**src/verilog/rc_hb_pkg.sv**
```systemverilog
`default_nettype none
package rc_hb_pkg;
  // register indices; byte address = index * 4 is not used on this plain port
  localparam logic [15:0] OFS_MODEL_ID     = 16'hA09D;
  localparam logic [15:0] OFS_MODEL_LEN    = 16'hA09E;
  localparam logic [15:0] OFS_CTRL_SRC     = 16'hA09F;
  localparam logic [15:0] OFS_DEV_ALIVE    = 16'hA0A0;
  localparam logic [15:0] OFS_HOST_ALIVE   = 16'hA0A1;
  localparam logic [15:0] OFS_FAULT_CLEAR  = 16'hA0A2;
  localparam logic [15:0] OFS_OP_CMD       = 16'hA0A3;
  localparam logic [15:0] OFS_IRQ_STATUS   = 16'hA0A4;
  localparam logic [15:0] OFS_IRQ_MASK     = 16'hA0A5;
  localparam logic [15:0] OFS_DEV_STATUS   = 16'hA0A6;
  // arbitrary neutral identity value
  localparam logic [15:0] MODEL_ID_VAL     = 16'h1234;
  localparam logic [15:0] MODEL_LEN_VAL    = 16'h0008;
  localparam logic [15:0] ALIVE_MAX        = 16'h7FFF;
  localparam logic [15:0] FAULT_CLR_MAX    = 16'h0001;
  localparam logic [15:0] CMD_START        = 16'h0001;
  localparam logic [15:0] CMD_STOP         = 16'h0002;
  localparam logic [15:0] CMD_STANDBY      = 16'h0003;
  localparam logic [15:0] CMD_RESUME       = 16'h0004;
  localparam logic [15:0] ZERO16           = 16'h0000;
  // status / mask bit positions
  localparam int IRQ_COMM_FAULT  = 0;
  localparam int IRQ_TICK        = 1;
  localparam int IRQ_BAD_CMD     = 2;
  localparam int IRQ_W           = 3;
  // timing
  localparam int SYS_CLK_HZ      = 50_000_000;
  localparam int TICK_PERIOD_S   = 1;
  localparam int TICK_CYCLES     = SYS_CLK_HZ * TICK_PERIOD_S;
  localparam int HB_WINDOW_TICKS = 2;
  typedef enum logic [1:0] {
    UNIT_STOPPED,
    UNIT_RUNNING,
    UNIT_STANDBY
  } unit_state_t;
endpackage
`default_nettype wire

```
**src/verilog/remote_control_heartbeat_regs.sv**
```systemverilog
// The plain strobed port was decided locally.
`timescale 1ns/10ps
`default_nettype none
module remote_control_heartbeat_regs
  import rc_hb_pkg::*;
#(
  parameter int TICK_COUNT   = TICK_CYCLES,
  parameter int WINDOW_TICKS = HB_WINDOW_TICKS
) (
  input  wire logic        sys_clk,
  input  wire logic        rst_n,
  input  wire logic [15:0] addr,
  input  wire logic [15:0] wdata,
  input  wire logic        wr_en,
  input  wire logic        rd_en,
  output logic      [15:0] rdata,
  input  wire logic        local_operator_panel,
  output logic             comm_fault,
  output logic             contactors_closed,
  output logic             power_enable,
  output logic             start_pulse,
  output logic             stop_pulse,
  output logic             fault_reset_pulse,
  output logic             irq
);

  logic [31:0]      tick_cnt_q;
  logic             tick_q;
  logic [15:0]      dev_alive_q;
  logic [15:0]      host_alive_q;
  logic             hb_armed_q;
  logic [7:0]       hb_age_q;
  logic             comm_fault_q;
  logic             hb_bad;
  logic             hb_late;
  logic             hb_wr;
  logic             fc_wr;
  logic             cmd_wr;
  logic             cmd_bad;
  unit_state_t      unit_q;
  logic [IRQ_W-1:0] irq_stat_q;
  logic [IRQ_W-1:0] irq_mask_q;
  logic [IRQ_W-1:0] irq_evt;
  logic [15:0]      rdata_q;

  function automatic logic hit(input logic [15:0] a, input logic [15:0] o);
    hit = (a == o);
  endfunction

  assign hb_wr  = wr_en && hit(addr, OFS_HOST_ALIVE);
  assign fc_wr  = wr_en && hit(addr, OFS_FAULT_CLEAR);
  assign cmd_wr = wr_en && hit(addr, OFS_OP_CMD);

  // one-second prescaler
  always_ff @(posedge sys_clk or negedge rst_n) begin
    if (!rst_n) begin
      tick_cnt_q <= 32'h00000000;
      tick_q     <= 1'b0;
    end else if (tick_cnt_q == 32'(TICK_COUNT - 1)) begin
      tick_cnt_q <= 32'h00000000;
      tick_q     <= 1'b1;
    end else begin
      tick_cnt_q <= tick_cnt_q + 32'h00000001;
      tick_q     <= 1'b0;
    end
  end

  always_ff @(posedge sys_clk or negedge rst_n) begin
    if (!rst_n) begin
      dev_alive_q <= ZERO16;
    end else if (tick_q) begin
      if (dev_alive_q >= ALIVE_MAX) begin
        dev_alive_q <= ZERO16;
      end else begin
        dev_alive_q <= dev_alive_q + 16'h0001;
      end
    end
  end

  // host write sequence check; zero after zero is a break
  always_comb begin
    hb_bad = 1'b0;
    if (hb_wr && hb_armed_q) begin
      if (wdata == ZERO16) begin
        hb_bad = (host_alive_q == ZERO16);
      end else begin
        hb_bad = (wdata != host_alive_q + 16'h0001);
      end
    end
  end

  always_ff @(posedge sys_clk or negedge rst_n) begin
    if (!rst_n) begin
      host_alive_q <= ZERO16;
      hb_armed_q   <= 1'b0;
    end else if (hb_wr) begin
      host_alive_q <= wdata;
      hb_armed_q   <= 1'b1;
    end
  end

  // age in ticks since last host write; window is a tolerance parameter
  always_ff @(posedge sys_clk or negedge rst_n) begin
    if (!rst_n) begin
      hb_age_q <= 8'h00;
    end else if (hb_wr) begin
      hb_age_q <= 8'h00;
    end else if (tick_q && hb_age_q != 8'hFF) begin
      hb_age_q <= hb_age_q + 8'h01;
    end
  end

  // overdue host write; age saturates at 255 and the window is cut to its low 8 bits, so a window past 255 ticks wraps
  assign hb_late = hb_armed_q && !hb_wr
                && hb_age_q >= 8'(WINDOW_TICKS);

  // fault is sticky until a fault clear; a new break beats the clear
  always_ff @(posedge sys_clk or negedge rst_n) begin
    if (!rst_n) begin
      comm_fault_q <= 1'b0;
    end else if (hb_bad || hb_late) begin
      comm_fault_q <= 1'b1;
    end else if (fc_wr && wdata == FAULT_CLR_MAX) begin
      comm_fault_q <= 1'b0;
    end
  end

  assign cmd_bad = (cmd_wr && wdata > CMD_RESUME)
                || (fc_wr && wdata > FAULT_CLR_MAX);

  // unit mode; commands are pulses, register always reads zero
  always_ff @(posedge sys_clk or negedge rst_n) begin
    if (!rst_n) begin
      unit_q <= UNIT_STOPPED;
    end else if (cmd_wr) begin
      case (wdata)
        CMD_START:   unit_q <= UNIT_RUNNING;
        CMD_STOP:    unit_q <= UNIT_STOPPED;
        CMD_STANDBY: begin
          if (unit_q == UNIT_RUNNING) begin
            unit_q <= UNIT_STANDBY;
          end
        end
        CMD_RESUME: begin
          if (unit_q == UNIT_STANDBY) begin
            unit_q <= UNIT_RUNNING;
          end
        end
        default: unit_q <= unit_q;
      endcase
    end
  end

  always_ff @(posedge sys_clk or negedge rst_n) begin
    if (!rst_n) begin
      start_pulse       <= 1'b0;
      stop_pulse        <= 1'b0;
      fault_reset_pulse <= 1'b0;
    end else begin
      start_pulse       <= cmd_wr && wdata == CMD_START;
      stop_pulse        <= cmd_wr && wdata == CMD_STOP;
      fault_reset_pulse <= fc_wr && wdata == FAULT_CLR_MAX;
    end
  end

  assign comm_fault        = comm_fault_q;
  assign contactors_closed = (unit_q != UNIT_STOPPED);
  assign power_enable      = (unit_q == UNIT_RUNNING);

  // interrupt status: write one to clear, a new event wins
  assign irq_evt = {cmd_bad, tick_q, hb_bad || (!comm_fault_q && hb_late)};

  always_ff @(posedge sys_clk or negedge rst_n) begin
    if (!rst_n) begin
      irq_stat_q <= '0;
    end else if (wr_en && hit(addr, OFS_IRQ_STATUS)) begin
      irq_stat_q <= (irq_stat_q & ~wdata[IRQ_W-1:0]) | irq_evt;
    end else begin
      irq_stat_q <= irq_stat_q | irq_evt;
    end
  end

  always_ff @(posedge sys_clk or negedge rst_n) begin
    if (!rst_n) begin
      irq_mask_q <= '0;
    end else if (wr_en && hit(addr, OFS_IRQ_MASK)) begin
      irq_mask_q <= wdata[IRQ_W-1:0];
    end
  end

  assign irq = |(irq_stat_q & irq_mask_q);

  // read port: data stands only in the cycle after the strobe
  always_ff @(posedge sys_clk or negedge rst_n) begin
    if (!rst_n) begin
      rdata_q <= ZERO16;
    end else if (rd_en) begin
      case (addr)
        OFS_MODEL_ID:    rdata_q <= MODEL_ID_VAL;
        OFS_MODEL_LEN:   rdata_q <= MODEL_LEN_VAL;
        OFS_CTRL_SRC:    rdata_q <= {15'h0000, local_operator_panel};
        OFS_DEV_ALIVE:   rdata_q <= dev_alive_q;
        OFS_HOST_ALIVE:  rdata_q <= host_alive_q;
        OFS_FAULT_CLEAR: rdata_q <= ZERO16;
        OFS_OP_CMD:      rdata_q <= ZERO16;
        OFS_IRQ_STATUS:  rdata_q <= {13'h0000, irq_stat_q};
        OFS_IRQ_MASK:    rdata_q <= {13'h0000, irq_mask_q};
        OFS_DEV_STATUS:  rdata_q <= {12'h000, hb_armed_q, comm_fault_q,
                                     power_enable, contactors_closed};
        default:         rdata_q <= ZERO16;
      endcase
    end else begin
      rdata_q <= ZERO16;
    end
  end

  assign rdata = rdata_q;

  // assertions
  property p_alive_wrap;
    @(posedge sys_clk) disable iff (!rst_n)
      (tick_q && dev_alive_q == ALIVE_MAX) |=> dev_alive_q == ZERO16;
  endproperty
  a_alive_wrap: assert property (p_alive_wrap)
    else $error("alive counter did not wrap");

  property p_alive_step;
    @(posedge sys_clk) disable iff (!rst_n)
      (tick_q && dev_alive_q < ALIVE_MAX)
        |=> dev_alive_q == $past(dev_alive_q) + 16'h0001;
  endproperty
  a_alive_step: assert property (p_alive_step)
    else $error("alive counter did not step");

  property p_alive_hold;
    @(posedge sys_clk) disable iff (!rst_n)
      !tick_q |=> $stable(dev_alive_q);
  endproperty
  a_alive_hold: assert property (p_alive_hold)
    else $error("alive counter moved without tick");

  property p_id_read;
    @(posedge sys_clk) disable iff (!rst_n)
      (rd_en && addr == OFS_MODEL_ID) |=> rdata == MODEL_ID_VAL;
  endproperty
  a_id_read: assert property (p_id_read)
    else $error("model id read wrong");

  property p_len_read;
    @(posedge sys_clk) disable iff (!rst_n)
      (rd_en && addr == OFS_MODEL_LEN) |=> rdata == MODEL_LEN_VAL;
  endproperty
  a_len_read: assert property (p_len_read)
    else $error("model length read wrong");

  property p_src_read;
    @(posedge sys_clk) disable iff (!rst_n)
      (rd_en && addr == OFS_CTRL_SRC)
        |=> rdata == {15'h0000, $past(local_operator_panel)};
  endproperty
  a_src_read: assert property (p_src_read)
    else $error("control source read wrong");

  property p_double_zero;
    @(posedge sys_clk) disable iff (!rst_n)
      (hb_wr && hb_armed_q && wdata == ZERO16 && host_alive_q == ZERO16)
        |=> comm_fault;
  endproperty
  a_double_zero: assert property (p_double_zero)
    else $error("double zero not faulted");

  property p_unarmed;
    @(posedge sys_clk) disable iff (!rst_n)
      !hb_armed_q |-> !comm_fault;
  endproperty
  a_unarmed: assert property (p_unarmed)
    else $error("fault while checking disarmed");

  property p_standby;
    @(posedge sys_clk) disable iff (!rst_n)
      (cmd_wr && wdata == CMD_STANDBY && unit_q == UNIT_RUNNING)
        |=> contactors_closed && !power_enable;
  endproperty
  a_standby: assert property (p_standby)
    else $error("standby wrong");

  property p_bad_cmd;
    @(posedge sys_clk) disable iff (!rst_n)
      (cmd_wr && wdata > CMD_RESUME) |=> $stable(unit_q) && !start_pulse;
  endproperty
  a_bad_cmd: assert property (p_bad_cmd)
    else $error("bad command acted");

  property p_cmd_reads_zero;
    @(posedge sys_clk) disable iff (!rst_n)
      (rd_en && addr == OFS_OP_CMD) |=> rdata == ZERO16;
  endproperty
  a_cmd_reads_zero: assert property (p_cmd_reads_zero)
    else $error("command reg not zero");

  property p_late;
    @(posedge sys_clk) disable iff (!rst_n)
      hb_late |=> comm_fault;
  endproperty
  a_late: assert property (p_late)
    else $error("overdue host write not faulted");

  property p_bad_step;
    @(posedge sys_clk) disable iff (!rst_n)
      (hb_wr && hb_armed_q && wdata != ZERO16
       && wdata != host_alive_q + 16'h0001) |=> comm_fault;
  endproperty
  a_bad_step: assert property (p_bad_step)
    else $error("broken host sequence not faulted");

  property p_fault_clear;
    @(posedge sys_clk) disable iff (!rst_n)
      (fc_wr && wdata == FAULT_CLR_MAX && !hb_bad && !hb_late)
        |=> !comm_fault && fault_reset_pulse;
  endproperty
  a_fault_clear: assert property (p_fault_clear)
    else $error("fault clear had no effect");

  property p_clear_zero;
    @(posedge sys_clk) disable iff (!rst_n)
      (fc_wr && wdata == ZERO16 && comm_fault)
        |=> comm_fault && !fault_reset_pulse;
  endproperty
  a_clear_zero: assert property (p_clear_zero)
    else $error("zero fault clear acted");

  property p_start;
    @(posedge sys_clk) disable iff (!rst_n)
      (cmd_wr && wdata == CMD_START)
        |=> start_pulse && contactors_closed && power_enable;
  endproperty
  a_start: assert property (p_start)
    else $error("start command not obeyed");

  property p_stop;
    @(posedge sys_clk) disable iff (!rst_n)
      (cmd_wr && wdata == CMD_STOP)
        |=> stop_pulse && !contactors_closed && !power_enable;
  endproperty
  a_stop: assert property (p_stop)
    else $error("stop command not obeyed");

  property p_resume;
    @(posedge sys_clk) disable iff (!rst_n)
      (cmd_wr && wdata == CMD_RESUME && unit_q == UNIT_STANDBY)
        |=> contactors_closed && power_enable;
  endproperty
  a_resume: assert property (p_resume)
    else $error("resume command not obeyed");

  c_start: cover property (@(posedge sys_clk) disable iff (!rst_n)
    cmd_wr && wdata == CMD_START);
  c_fault: cover property (@(posedge sys_clk) disable iff (!rst_n)
    $rose(comm_fault));
  c_wrap: cover property (@(posedge sys_clk) disable iff (!rst_n)
    tick_q && dev_alive_q == ALIVE_MAX);
  c_resume: cover property (@(posedge sys_clk) disable iff (!rst_n)
    cmd_wr && wdata == CMD_RESUME && unit_q == UNIT_STANDBY);

endmodule
`default_nettype wire

```
**config.mk**
```make
export PLATFORM = sky130hd
export DESIGN_NAME = remote_control_heartbeat_regs
export DESIGN_NICKNAME = d
export VERILOG_FILES = /design/src/verilog/rc_hb_pkg.sv /design/src/verilog/remote_control_heartbeat_regs.sv
export SDC_FILE = /design/constraint.sdc
export NUM_CORES = 1
export LEC_CHECK = 0
export BUFFER_PORTS_ARGS = -buffer_cell sky130_fd_sc_hd__buf_2
export CAP_MARGIN = 20
export CORE_MARGIN = 2
export CORE_UTILIZATION = 45
export DETAILED_ROUTE_END_ITERATION = 6
export PLACE_DENSITY = 0.66
export SLEW_MARGIN = 30
export SYNTH_ARGS = -nofsm -noshare
export SYNTH_HDL_FRONTEND = slang
export SYNTH_SLANG_ARGS = --single-unit
```
**constraint.sdc**
```tcl
create_clock -name sys_clk -period 2 [get_ports sys_clk]
set_clock_uncertainty 0.15 [all_clocks]
set_input_delay 0.1 -clock sys_clk [delete_from_list [all_inputs] [get_ports sys_clk]]
set_output_delay 0.1 -clock sys_clk [all_outputs]
set_load 0.02 [all_outputs]
```
==> results_dict.tcl, run 1 <==
set metrics [dict create \
    synth_ff_type "dfrtp_1" \
    port_buffers 59 \
    finalHoldViolCount 0 \
    synth_seq_cells 102 \
    drive_gt1_frac 0.2934 \
    viasPerCell 5.655 \
    outcome "completed" \
    hold_slack_ns 0.03009 \
    cts-root-buf "clkbuf_16" \
    synth_top_cells_by_area "dfrtp_1 46%, xnor2_1 5.5%, xor2_1 4.4%, nor2_1 4.2%, nand2_1 3.1%" \
    grt_max_degree 43 \
    min_period_over_period 0.9904 \
    switching_share 0.2418 \
    yosysSeqAreaShare 0.4621 \
    synth_edf_count 0 \
    fin_ws_ns 0.01921 \
    cts_tree "done" \
    seqPwrFrac 0.517 \
    power.total_w 0.003986 \
    synth_top_area_share 0.4621 \
    ant_nets 0 \
    p_leak_nw 3.215 \
    row_count 40 \
    fmax_mhz 504.9 \
    power.density_nw_per_um2 557.8 \
    pre_cts_ws_ns -0.09380 \
    rsz0062_at_grt "yes" \
    worst_pin_slew_ns 0.4159 \
    grt.total_usage 0.2254 \
    fin_area_sq_um 7146 \
    required_ns 2.09 \
    clkPwrFrac 0.422 \
    vias 4801 \
    crit_arrival_ns 2.07 \
    die-area_sq_um 13180 \
    start_kind "flop" \
    synth.yosys.warnings 0 \
    gp_congestion 0.9386 \
    clk_pin_slew_ns 0.07 \
    wl_per_cell_um 17.29 \
    synthArstFlopShare 1.000 \
    grt_pass1_wl_um 23450 \
    internal-power_w 0.003022 \
    p_sw_w 0.0009638 \
    drv_cap 0 \
    die_x_um 114.8 \
    drv_slew 0 \
    first_global_vias 4727 \
    firstDrtPassIters 5 \
    drt-total-wl_um 14680 \
    dpl_cell_area_sq_um 6361 \
    synth_nets 610 \
    hold_path_class "input pin to flop" \
    finalCriticalPeriod_ns 1.981 \
    dp_hpwl_um 10400 \
    antenna_found_initial 0 \
    core_area_sq_um 12010 \
    syn_area_sq_um 5524 \
    yosysTopAreaCell "dfrtp_1" \
    ios 60 \
    diodes 0 \
    final_nets 740 \
    syn_inst 567 \
    clock-sinks 102 \
    worstSetupPathType "flop to flop" \
    clk_latency_ns 0.35 \
    worst-path-max-fanout 7 \
    cts_buffers 9 \
    drc 0 \
    cts_max_level 3 \
    synth_cell_types 63 \
    critPathCaptureType "flop" \
    die_h_um 114.8 \
    syn_area_per_cell_sq_um 9.743 \
    clk_path_buf_depth 2 \
    relSlewSlack 0.7188 \
    power_frac_comb 0.061 \
    drt_iter0_markers 369 \
    reg2reg_slack_ns 0.02 \
    setup-violations-final 0 \
    fin_util 0.5949 \
    area_growth_pct 29.35 \
    start_util 0.4599 \
    grt_overflow 0 \
    irDropWorstVdd_mv 0.4054 \
]
-- sequential cells by signal (all words and copies together), names as in the netlist --
signal             flops
tick_cnt_q            32
dev_alive_q           16
host_alive_q          16
rdata                 16
hb_age_q               8
irq_mask_q             3
irq_stat_q             3
unit_q                 2
comm_fault             1
fault_reset_pulse      1
hb_armed_q             1
start_pulse            1
stop_pulse             1
tick_q                 1
-- synth_stat cells, types with 4 or more instances --
library cell  count
a21oi_1          15
a22oi_1          10
mux2_2           14
nand2_1          46
and4_1            6
and3_1           14
clkbuf_1         10
nand4_1          20
inv_1            19
or2_2             4
nand3_1          24
dfrtp_1         102
nor2b_1           6
xnor2_1          35
ha_1              6
xor2_1           28
buf_4             6
buf_2             7
nor4_1           15
or3_1             7
and2_1            7
nor2_1           62
nor3_1           10
a31oi_1          10
o21ai_0          19
nand3b_1          6
-- through the flow --
| stage | instances | TNS, ns |
|---|---|---|
| finish | 849 | 0 |
| global route | 849 | -0.2914 |
| CTS | 845 | 0 |
| detailed placement | 808 | -0.7860 |
| global placement | 808 | -0.1233 |
| floorplan | 567 | 0 |
-- cell usage in the layout, fill, tap and decap left out, types with 9 or more instances in the layout --
cell            n
o21ai_0        18
dfrtp_1        98
xnor2_1        35
mux2_2         14
buf_4          59
clkbuf_16       9
dlygate4sd3_1  20
nand4_1        20
xor2_1         27
nand3_1        21
a21oi_1        15
inv_1          18
nor3_1          9
nand2_1        45
and3_1         13
nor2_1         60
a22oi_1        10
buf_2          56
-- area by class of cell --
| cell class | instances | area [sq um] |
|---|---|---|
| clock buffers | 10 | 229.0 |
| clock inverters | 6 | 46.29 |
| fillers | 977 | 4866 |
| inverters | 19 | 71.32 |
| multi-input cells | 423 | 3028 |
| flip-flops and latches | 102 | 2557 |
| well taps | 147 | 183.9 |
| repair buffers | 142 | 1030 |
-- layer usage --
layer / global-route usage / up-vias / share of wire
li1: - / 2293 / -
met1: 0.3265 / 2337 / 0.47
met2: 0.3408 / 151 / 0.45
met3: 0.04533 / 20 / 0.062
met4: 0.07550 / 0 / 0.017
met5: 0 / - / 0
-- power groups by stage --
stage | clock [W] | combinational [W] | sequential (W)
global placement | 0 | 0.000193 | 0.00210
global route | 0.00178 | 0.000265 | 0.00206
finish | 0.00168 | 0.000243 | 0.00206
detailed placement | 0 | 0.000197 | 0.00210
floorplan | 0 | 0.0000732 | 0.00210
CTS | 0.00170 | 0.000233 | 0.00206
-- final timing paths --
check                      cells past startpoint       endpoint                  from
max                                            8    hb_age_q[3]           hb_age_q[0]
min                                            5       rdata[0]  local_operator_panel
max reg2reg                                    8    hb_age_q[3]           hb_age_q[0]
min reg2reg                                    1  tick_cnt_q[4]         tick_cnt_q[4]
max in group asynchronous                      3       rdata[4]                 rst_n
min in group asynchronous                      3       rdata[9]                 rst_n
-- kinds of logic after synthesis --
logic type | synth area share
simple gates | 0.2566
flops | 0.4621
mux | 0.03601
buf+inv | 0.03420
compound gates | 0.09762
fa+ha+maj | 0.01359
xor+xnor | 0.09989
-- critical path, cell delays in order (launching register included) --
cell and delay (ns):
dfrtp_1 0.38, buf_4 0.16, ha_1 0.21, and3_1 0.22
a31oi_2 0.20, buf_6 0.15, nand4_1 0.15, xor2_1 0.20
nor2_1 0.05
-- repair_timing --
action,4_1_cts,5_1_grt
gates resized for setup,8,47
hold buffers,21,0
endpoints found under the hold margin,124,0
endpoints found under the setup margin,14,28
pin swaps,1,22
setup buffers,0,6
Power figures use the tool's default switching activity.
==> run 2, diff against run 1 <==
--- a/config.mk
+++ b/config.mk
@@ -7,9 +7,11 @@
 export LEC_CHECK = 0
 export BUFFER_PORTS_ARGS = -buffer_cell sky130_fd_sc_hd__buf_2
 export CAP_MARGIN = 20
+export CORE_ASPECT_RATIO = 1.2
 export CORE_MARGIN = 2
 export CORE_UTILIZATION = 45
 export DETAILED_ROUTE_END_ITERATION = 6
+export HOLD_SLACK_MARGIN = 0.1
 export PLACE_DENSITY = 0.66
 export SLEW_MARGIN = 30
 export SYNTH_ARGS = -nofsm -noshare
==> results_dict.tcl, run 2 (synthesized netlist as in run 1, its figures left out) <==
set metrics [dict create \
    outcome "completed" \
    gp_congestion 0.8937 \
    largest_register_ffs 32 \
    r2r_end "comm_fault" \
    layout_common_cells "98 x dfrtp_1, 61 x nor2_1, 58 x buf_2, 52 x buf_4, 45 x nand2_1" \
    cts_buffers 9 \
    drt_iter0_markers 231 \
    cts_tree "done" \
    die-area_sq_um 13180 \
    r2r_cells 5 \
    worst-path-max-fanout 4 \
    internal-power_w 0.003156 \
    regMostFlops "tick_cnt_q" \
    relSlewSlack 0.6263 \
    clk_latency_ns 0.36 \
    clkPwrFrac 0.444 \
    ant_nets 0 \
    final_nets 736 \
    crit_arrival_ns 2.06 \
    cts_max_level 3 \
    fmax_mhz 503.7 \
    required_ns 2.07 \
    setup-violations-final 0 \
    drv_cap 0 \
    p_sw_w 0.0009718 \
    p_leak_nw 3.189 \
    drt-total-wl_um 14180 \
    vias 4771 \
    firstDrtPassIters 6 \
    hold_path_class "input pin to flop" \
    diodes 0 \
    clk_pin_slew_ns 0.08 \
    seqPwrFrac 0.500 \
    grt.total_usage 0.2258 \
    clock-sinks 102 \
    wl_per_cell_um 16.51 \
    holdPathEnd "fault_reset_pulse" \
    min_path_cells 4 \
    critPathCaptureType "flop" \
    min_period_over_period 0.9928 \
    start_util 0.4582 \
    core_area_sq_um 12060 \
    layout_commonest_cell "dfrtp_1" \
    ios 60 \
    power.density_nw_per_um2 583.8 \
    clk_path_buf_depth 2 \
    dp_hpwl_um 10090 \
    worst_pin_slew_ns 0.5606 \
    grt_overflow 0 \
    grt_max_degree 103 \
    drv_slew 0 \
    row_count 44 \
    irDropWorstVdd_mv 0.5597 \
    die_h_um 125.4 \
    cts-root-buf "clkbuf_16" \
    die_x_um 105.1 \
    reg2reg_from "host_alive_q[8]" \
    area_growth_pct 28.00 \
    antenna_found_initial 0 \
    worstSetupPathType "flop to flop" \
    drc 0 \
    hp-start "addr[1]" \
    finalHoldViolCount 0 \
    viasPerCell 5.554 \
    drive_gt1_frac 0.2708 \
    port_buffers 59 \
    start_kind "flop" \
    switching_share 0.2354 \
    grt_pass1_wl_um 23900 \
    finalCriticalPeriod_ns 1.986 \
    first_global_vias 4978 \
    hold_slack_ns 0.1457 \
    power.total_w 0.004128 \
    reg2reg_slack_ns 0.01 \
    power_frac_comb 0.056 \
]
[run 2: cell types whose count changed in the layout (fill, tap and decap cells not counted), moves of 2 or more]
cell and change:
dlygate4sd3_1 +2, buf_4 -7, clkinv_2 -2, nor3_4 -2, o21ai_1 +2, nor4_2 -3
nand3_1 +2, or4_1 +2, nor4_1 +3, buf_2 +2, nor3_2 +3, or4_4 -2
[run 2: critical path, stage by stage, from the launching register on]
cell	delay, ns
dfrtp_1	0.45
nand4_1	0.25
or3_4	0.44
a21o_1	0.22
nor4_2	0.27
a21oi_1	0.09
[run 2: per-stage QoR]
step / area, sq um / worst slack [ns] / utilization / instances / TNS [ns]
detailed placement: 6329 / -0.2137 / 0.5249 / 817 / -1.052
floorplan: 5525 / 0.002947 / - / 567 / 0
finish: 7071 / 0.01450 / 0.5864 / 859 / 0
CTS: 6904 / 0.006258 / 0.5726 / 856 / 0
global route: 7071 / -0.07254 / 0.5864 / 859 / -0.1377
global placement: 6329 / -0.1199 / 0.5249 / 817 / -0.3412
[run 2: final cells by class]
cell class                 instances  area, sq um
tap                              161        201.4
timing repair buffer             138        985.9
inverter                          19        71.32
multi-input combinational        423         2949
fill                            1029         4986
clock inverter                     6        76.32
sequential                       102         2557
clock buffer                      10        229.0
[run 2: power by group through the flow]
| stage | combinational [W] | clock (W) | sequential (W) |
|---|---|---|---|
| 2_1_floorplan | 0.0000732 | 0 | 0.00210 |
| 5_1_grt | 0.000258 | 0.00196 | 0.00206 |
| 3_5_place_dp | 0.000191 | 0 | 0.00210 |
| 6_report | 0.000233 | 0.00183 | 0.00206 |
| 4_1_cts | 0.000227 | 0.00187 | 0.00206 |
| 3_3_place_gp | 0.000188 | 0 | 0.00210 |
[run 2: worst max path at each step]
stage	depth (start not counted)	endpoint	slack [ns]	from
3_5_place_dp	7	irq_stat_q[0]	-0.21	host_alive_q[1]
6_report	5	comm_fault	0.01	host_alive_q[8]
3_3_place_gp	7	comm_fault	-0.12	host_alive_q[1]
5_1_grt	5	irq_stat_q[0]	-0.07	host_alive_q[8]
4_1_cts	7	irq_stat_q[0]	0.006	host_alive_q[1]
2_1_floorplan	8	comm_fault	0.003	host_alive_q[0]
[run 2: what timing repair did]
item	in CTS	in global routing
gates resized for setup	8	32
endpoints found under the hold margin	144	0
hold buffers	22	0
pin swaps	2	12
gates cloned	0	0
buffers inserted	1	3
setup endpoints to repair	14	22
[run 2: metal layers]
| layer | share of wire | track usage | up-vias | wire (um) |
|---|---|---|---|---|
| met5 | 0 | 0 | - | 0 |
| met4 | 0.038 | 0.09176 | 0 | 533 |
| met3 | 0.040 | 0.04432 | 40 | 570 |
| met2 | 0.50 | 0.3938 | 124 | 7112 |
| met1 | 0.42 | 0.2726 | 2328 | 5963 |
| li1 | - | - | 2279 | - |
==> run 3, diff against run 2 <==
--- a/config.mk
+++ b/config.mk
@@ -5,7 +5,7 @@
 export SDC_FILE = /design/constraint.sdc
 export NUM_CORES = 1
 export LEC_CHECK = 0
-export BUFFER_PORTS_ARGS = -buffer_cell sky130_fd_sc_hd__buf_2
+export BUFFER_PORTS_ARGS = -buffer_cell sky130_fd_sc_hd__buf_4
 export CAP_MARGIN = 20
 export CORE_ASPECT_RATIO = 1.2
 export CORE_MARGIN = 2
==> results_dict.tcl, run 3 (synthesized netlist as in run 1, its figures left out) <==
set metrics [dict create \
    clock-sinks 102 \
    worstSetupPathType "flop to flop" \
    worst_pin_slew_ns 0.8781 \
    largest_register_ffs 32 \
    crit_arrival_ns 2.03 \
    cts_tree "done" \
    r2r_end "irq_stat_q[0]" \
    diodes 0 \
    firstDrtPassIters 4 \
    layout_common_cells "110 x buf_4, 98 x dfrtp_1, 60 x nor2_1, 46 x nand2_1, 35 x xnor2_1" \
    antenna_found_initial 0 \
    cts-root-buf "clkbuf_16" \
    reg2reg_from "host_alive_q[3]" \
    fin_area_sq_um 7216 \
    drive_gt1_frac 0.2652 \
    cts_max_level 3 \
    required_ns 2.07 \
    gp_congestion 0.9167 \
    die_h_um 125.4 \
    dpl_cell_area_sq_um 6516 \
    layout_commonest_cell "buf_4" \
    critPathCaptureType "flop" \
    outcome "completed" \
    min_period_over_period 0.9847 \
    first_global_vias 4799 \
    reg2reg_slack_ns 0.03 \
    hold_path_class "input pin to asynchronous set/reset pin" \
    start_util 0.4582 \
    max_stage_delay_ns 0.42 \
    clk_pin_slew_ns 0.07 \
    cp_cell_sequence "buf_6, xor2_1, xnor2_1, nor4_1, o41ai_1, nor4_1, buf_4, a21oi_1" \
    finalHoldViolCount 0 \
    viasPerCell 5.572 \
    grt_max_degree 43 \
    die_x_um 105.1 \
    wl_per_cell_um 16.90 \
    core_area_sq_um 12060 \
    rsz0062_at_grt "yes" \
    port_buffers 59 \
    start_kind "flop" \
    hold_slack_ns 0.1786 \
    dp_hpwl_um 10430 \
    row_count 44 \
    cts_buffers 9 \
    drt-total-wl_um 14630 \
    die-area_sq_um 13180 \
    finalCriticalPeriod_ns 1.969 \
    crit_path_frequent_cell "nor4_1" \
    regMostFlops "tick_cnt_q" \
    power.density_nw_per_um2 570.4 \
    relSlewSlack 0.4127 \
    ios 60 \
    drt_iter0_markers 237 \
    clk_latency_ns 0.35 \
    nFillCells 981 \
    drc 0 \
    grt_pass1_wl_um 23770 \
    clk_path_buf_depth 2 \
    worst-path-max-fanout 8 \
    vias 4825 \
    grt.total_usage 0.2270 \
    p_leak_nw 3.244 \
    irDropWorstVdd_mv 0.3650 \
    drv_cap 0 \
    setup-violations-final 0 \
    grt_overflow 0 \
    final_nets 743 \
    drv_slew 0 \
    slowest_stage "dfrtp_1" \
    r2r_cells 8 \
    area_growth_pct 30.62 \
    ant_nets 0 \
    fmax_mhz 507.8 \
]
==> run 3: cell count changes in the layout (fill, tap and decap cells not counted), moves of 3 or more <==
cell / change
and2_1: -3
and3_1: -3
buf_2: -58
buf_4: +58
dlygate4sd3_1: +5
nor4_1: +4
nor4_2: -3
==> run 3: area by class of cell <==
class	count	area [sq um]	area share
Sequential cell	102	2557	0.3544
Multi-Input combinational cell	423	2867	0.3973
Tap cell	161	201.4	0.02792
Clock buffer	10	229.0	0.03173
Inverter	19	71.32	0.009884
Timing Repair Buffer	145	1212	0.1680
Clock inverter	6	77.57	0.01075
==> run 3: worst max-delay path by stage <==
stage / from / depth (start not counted) / end
detailed placement: host_alive_q[1] / 7 / comm_fault
floorplan: host_alive_q[0] / 8 / comm_fault
global placement: host_alive_q[1] / 7 / comm_fault
finish: host_alive_q[3] / 8 / irq_stat_q[0]
global route: tick_cnt_q[3] / 5 / tick_cnt_q[17]
CTS: addr[3] / 7 / stop_pulse
==> run 3: per-layer routing <==
metal	wire, um	GRT usage
met4	423	0.09412
met2	7502	0.4011
met5	0	0
met1	6039	0.2740
met3	666	0.03650
==> run 3: power by group <==
group,total (W),internal (W),switching (W)
Clock,0.00180,0.000993,0.000803
Sequential,0.00206,0.00206,0.000000972
Combinational,0.000258,0.000124,0.000133
==> run 3: through the flow <==
stage	util	std cells	TNS (ns)	power (W)	setup WS, ns
floorplan	-	567	0	0.002177	0.002947
global placement	0.5405	821	-0.01074	0.002311	-0.008841
CTS	0.5912	865	0	0.004155	0.007486
global route	0.5985	866	-0.007269	0.004260	-0.005507
finish	0.5985	866	0	0.004116	0.03065
detailed placement	0.5405	821	-0.2069	0.002315	-0.1044
==> run 3: critical path: cells and delay by family, from the launching register on <==
kind / cells / cell delay, ns
xor gates and xnor gates: 2 / 0.29
and+or+nand+nor: 2 / 0.47
DFF: 1 / 0.42
AOI/OAI and AO/OA: 2 / 0.20
buffers and inverters: 2 / 0.32
==> run 3: repair_timing <==
action	CTS	global route
endpoints found under the setup margin	2	24
pin swaps	2	3
setup buffers	1	1
hold buffers	27	0
gates resized for setup	4	26
hold endpoints to repair	139	0
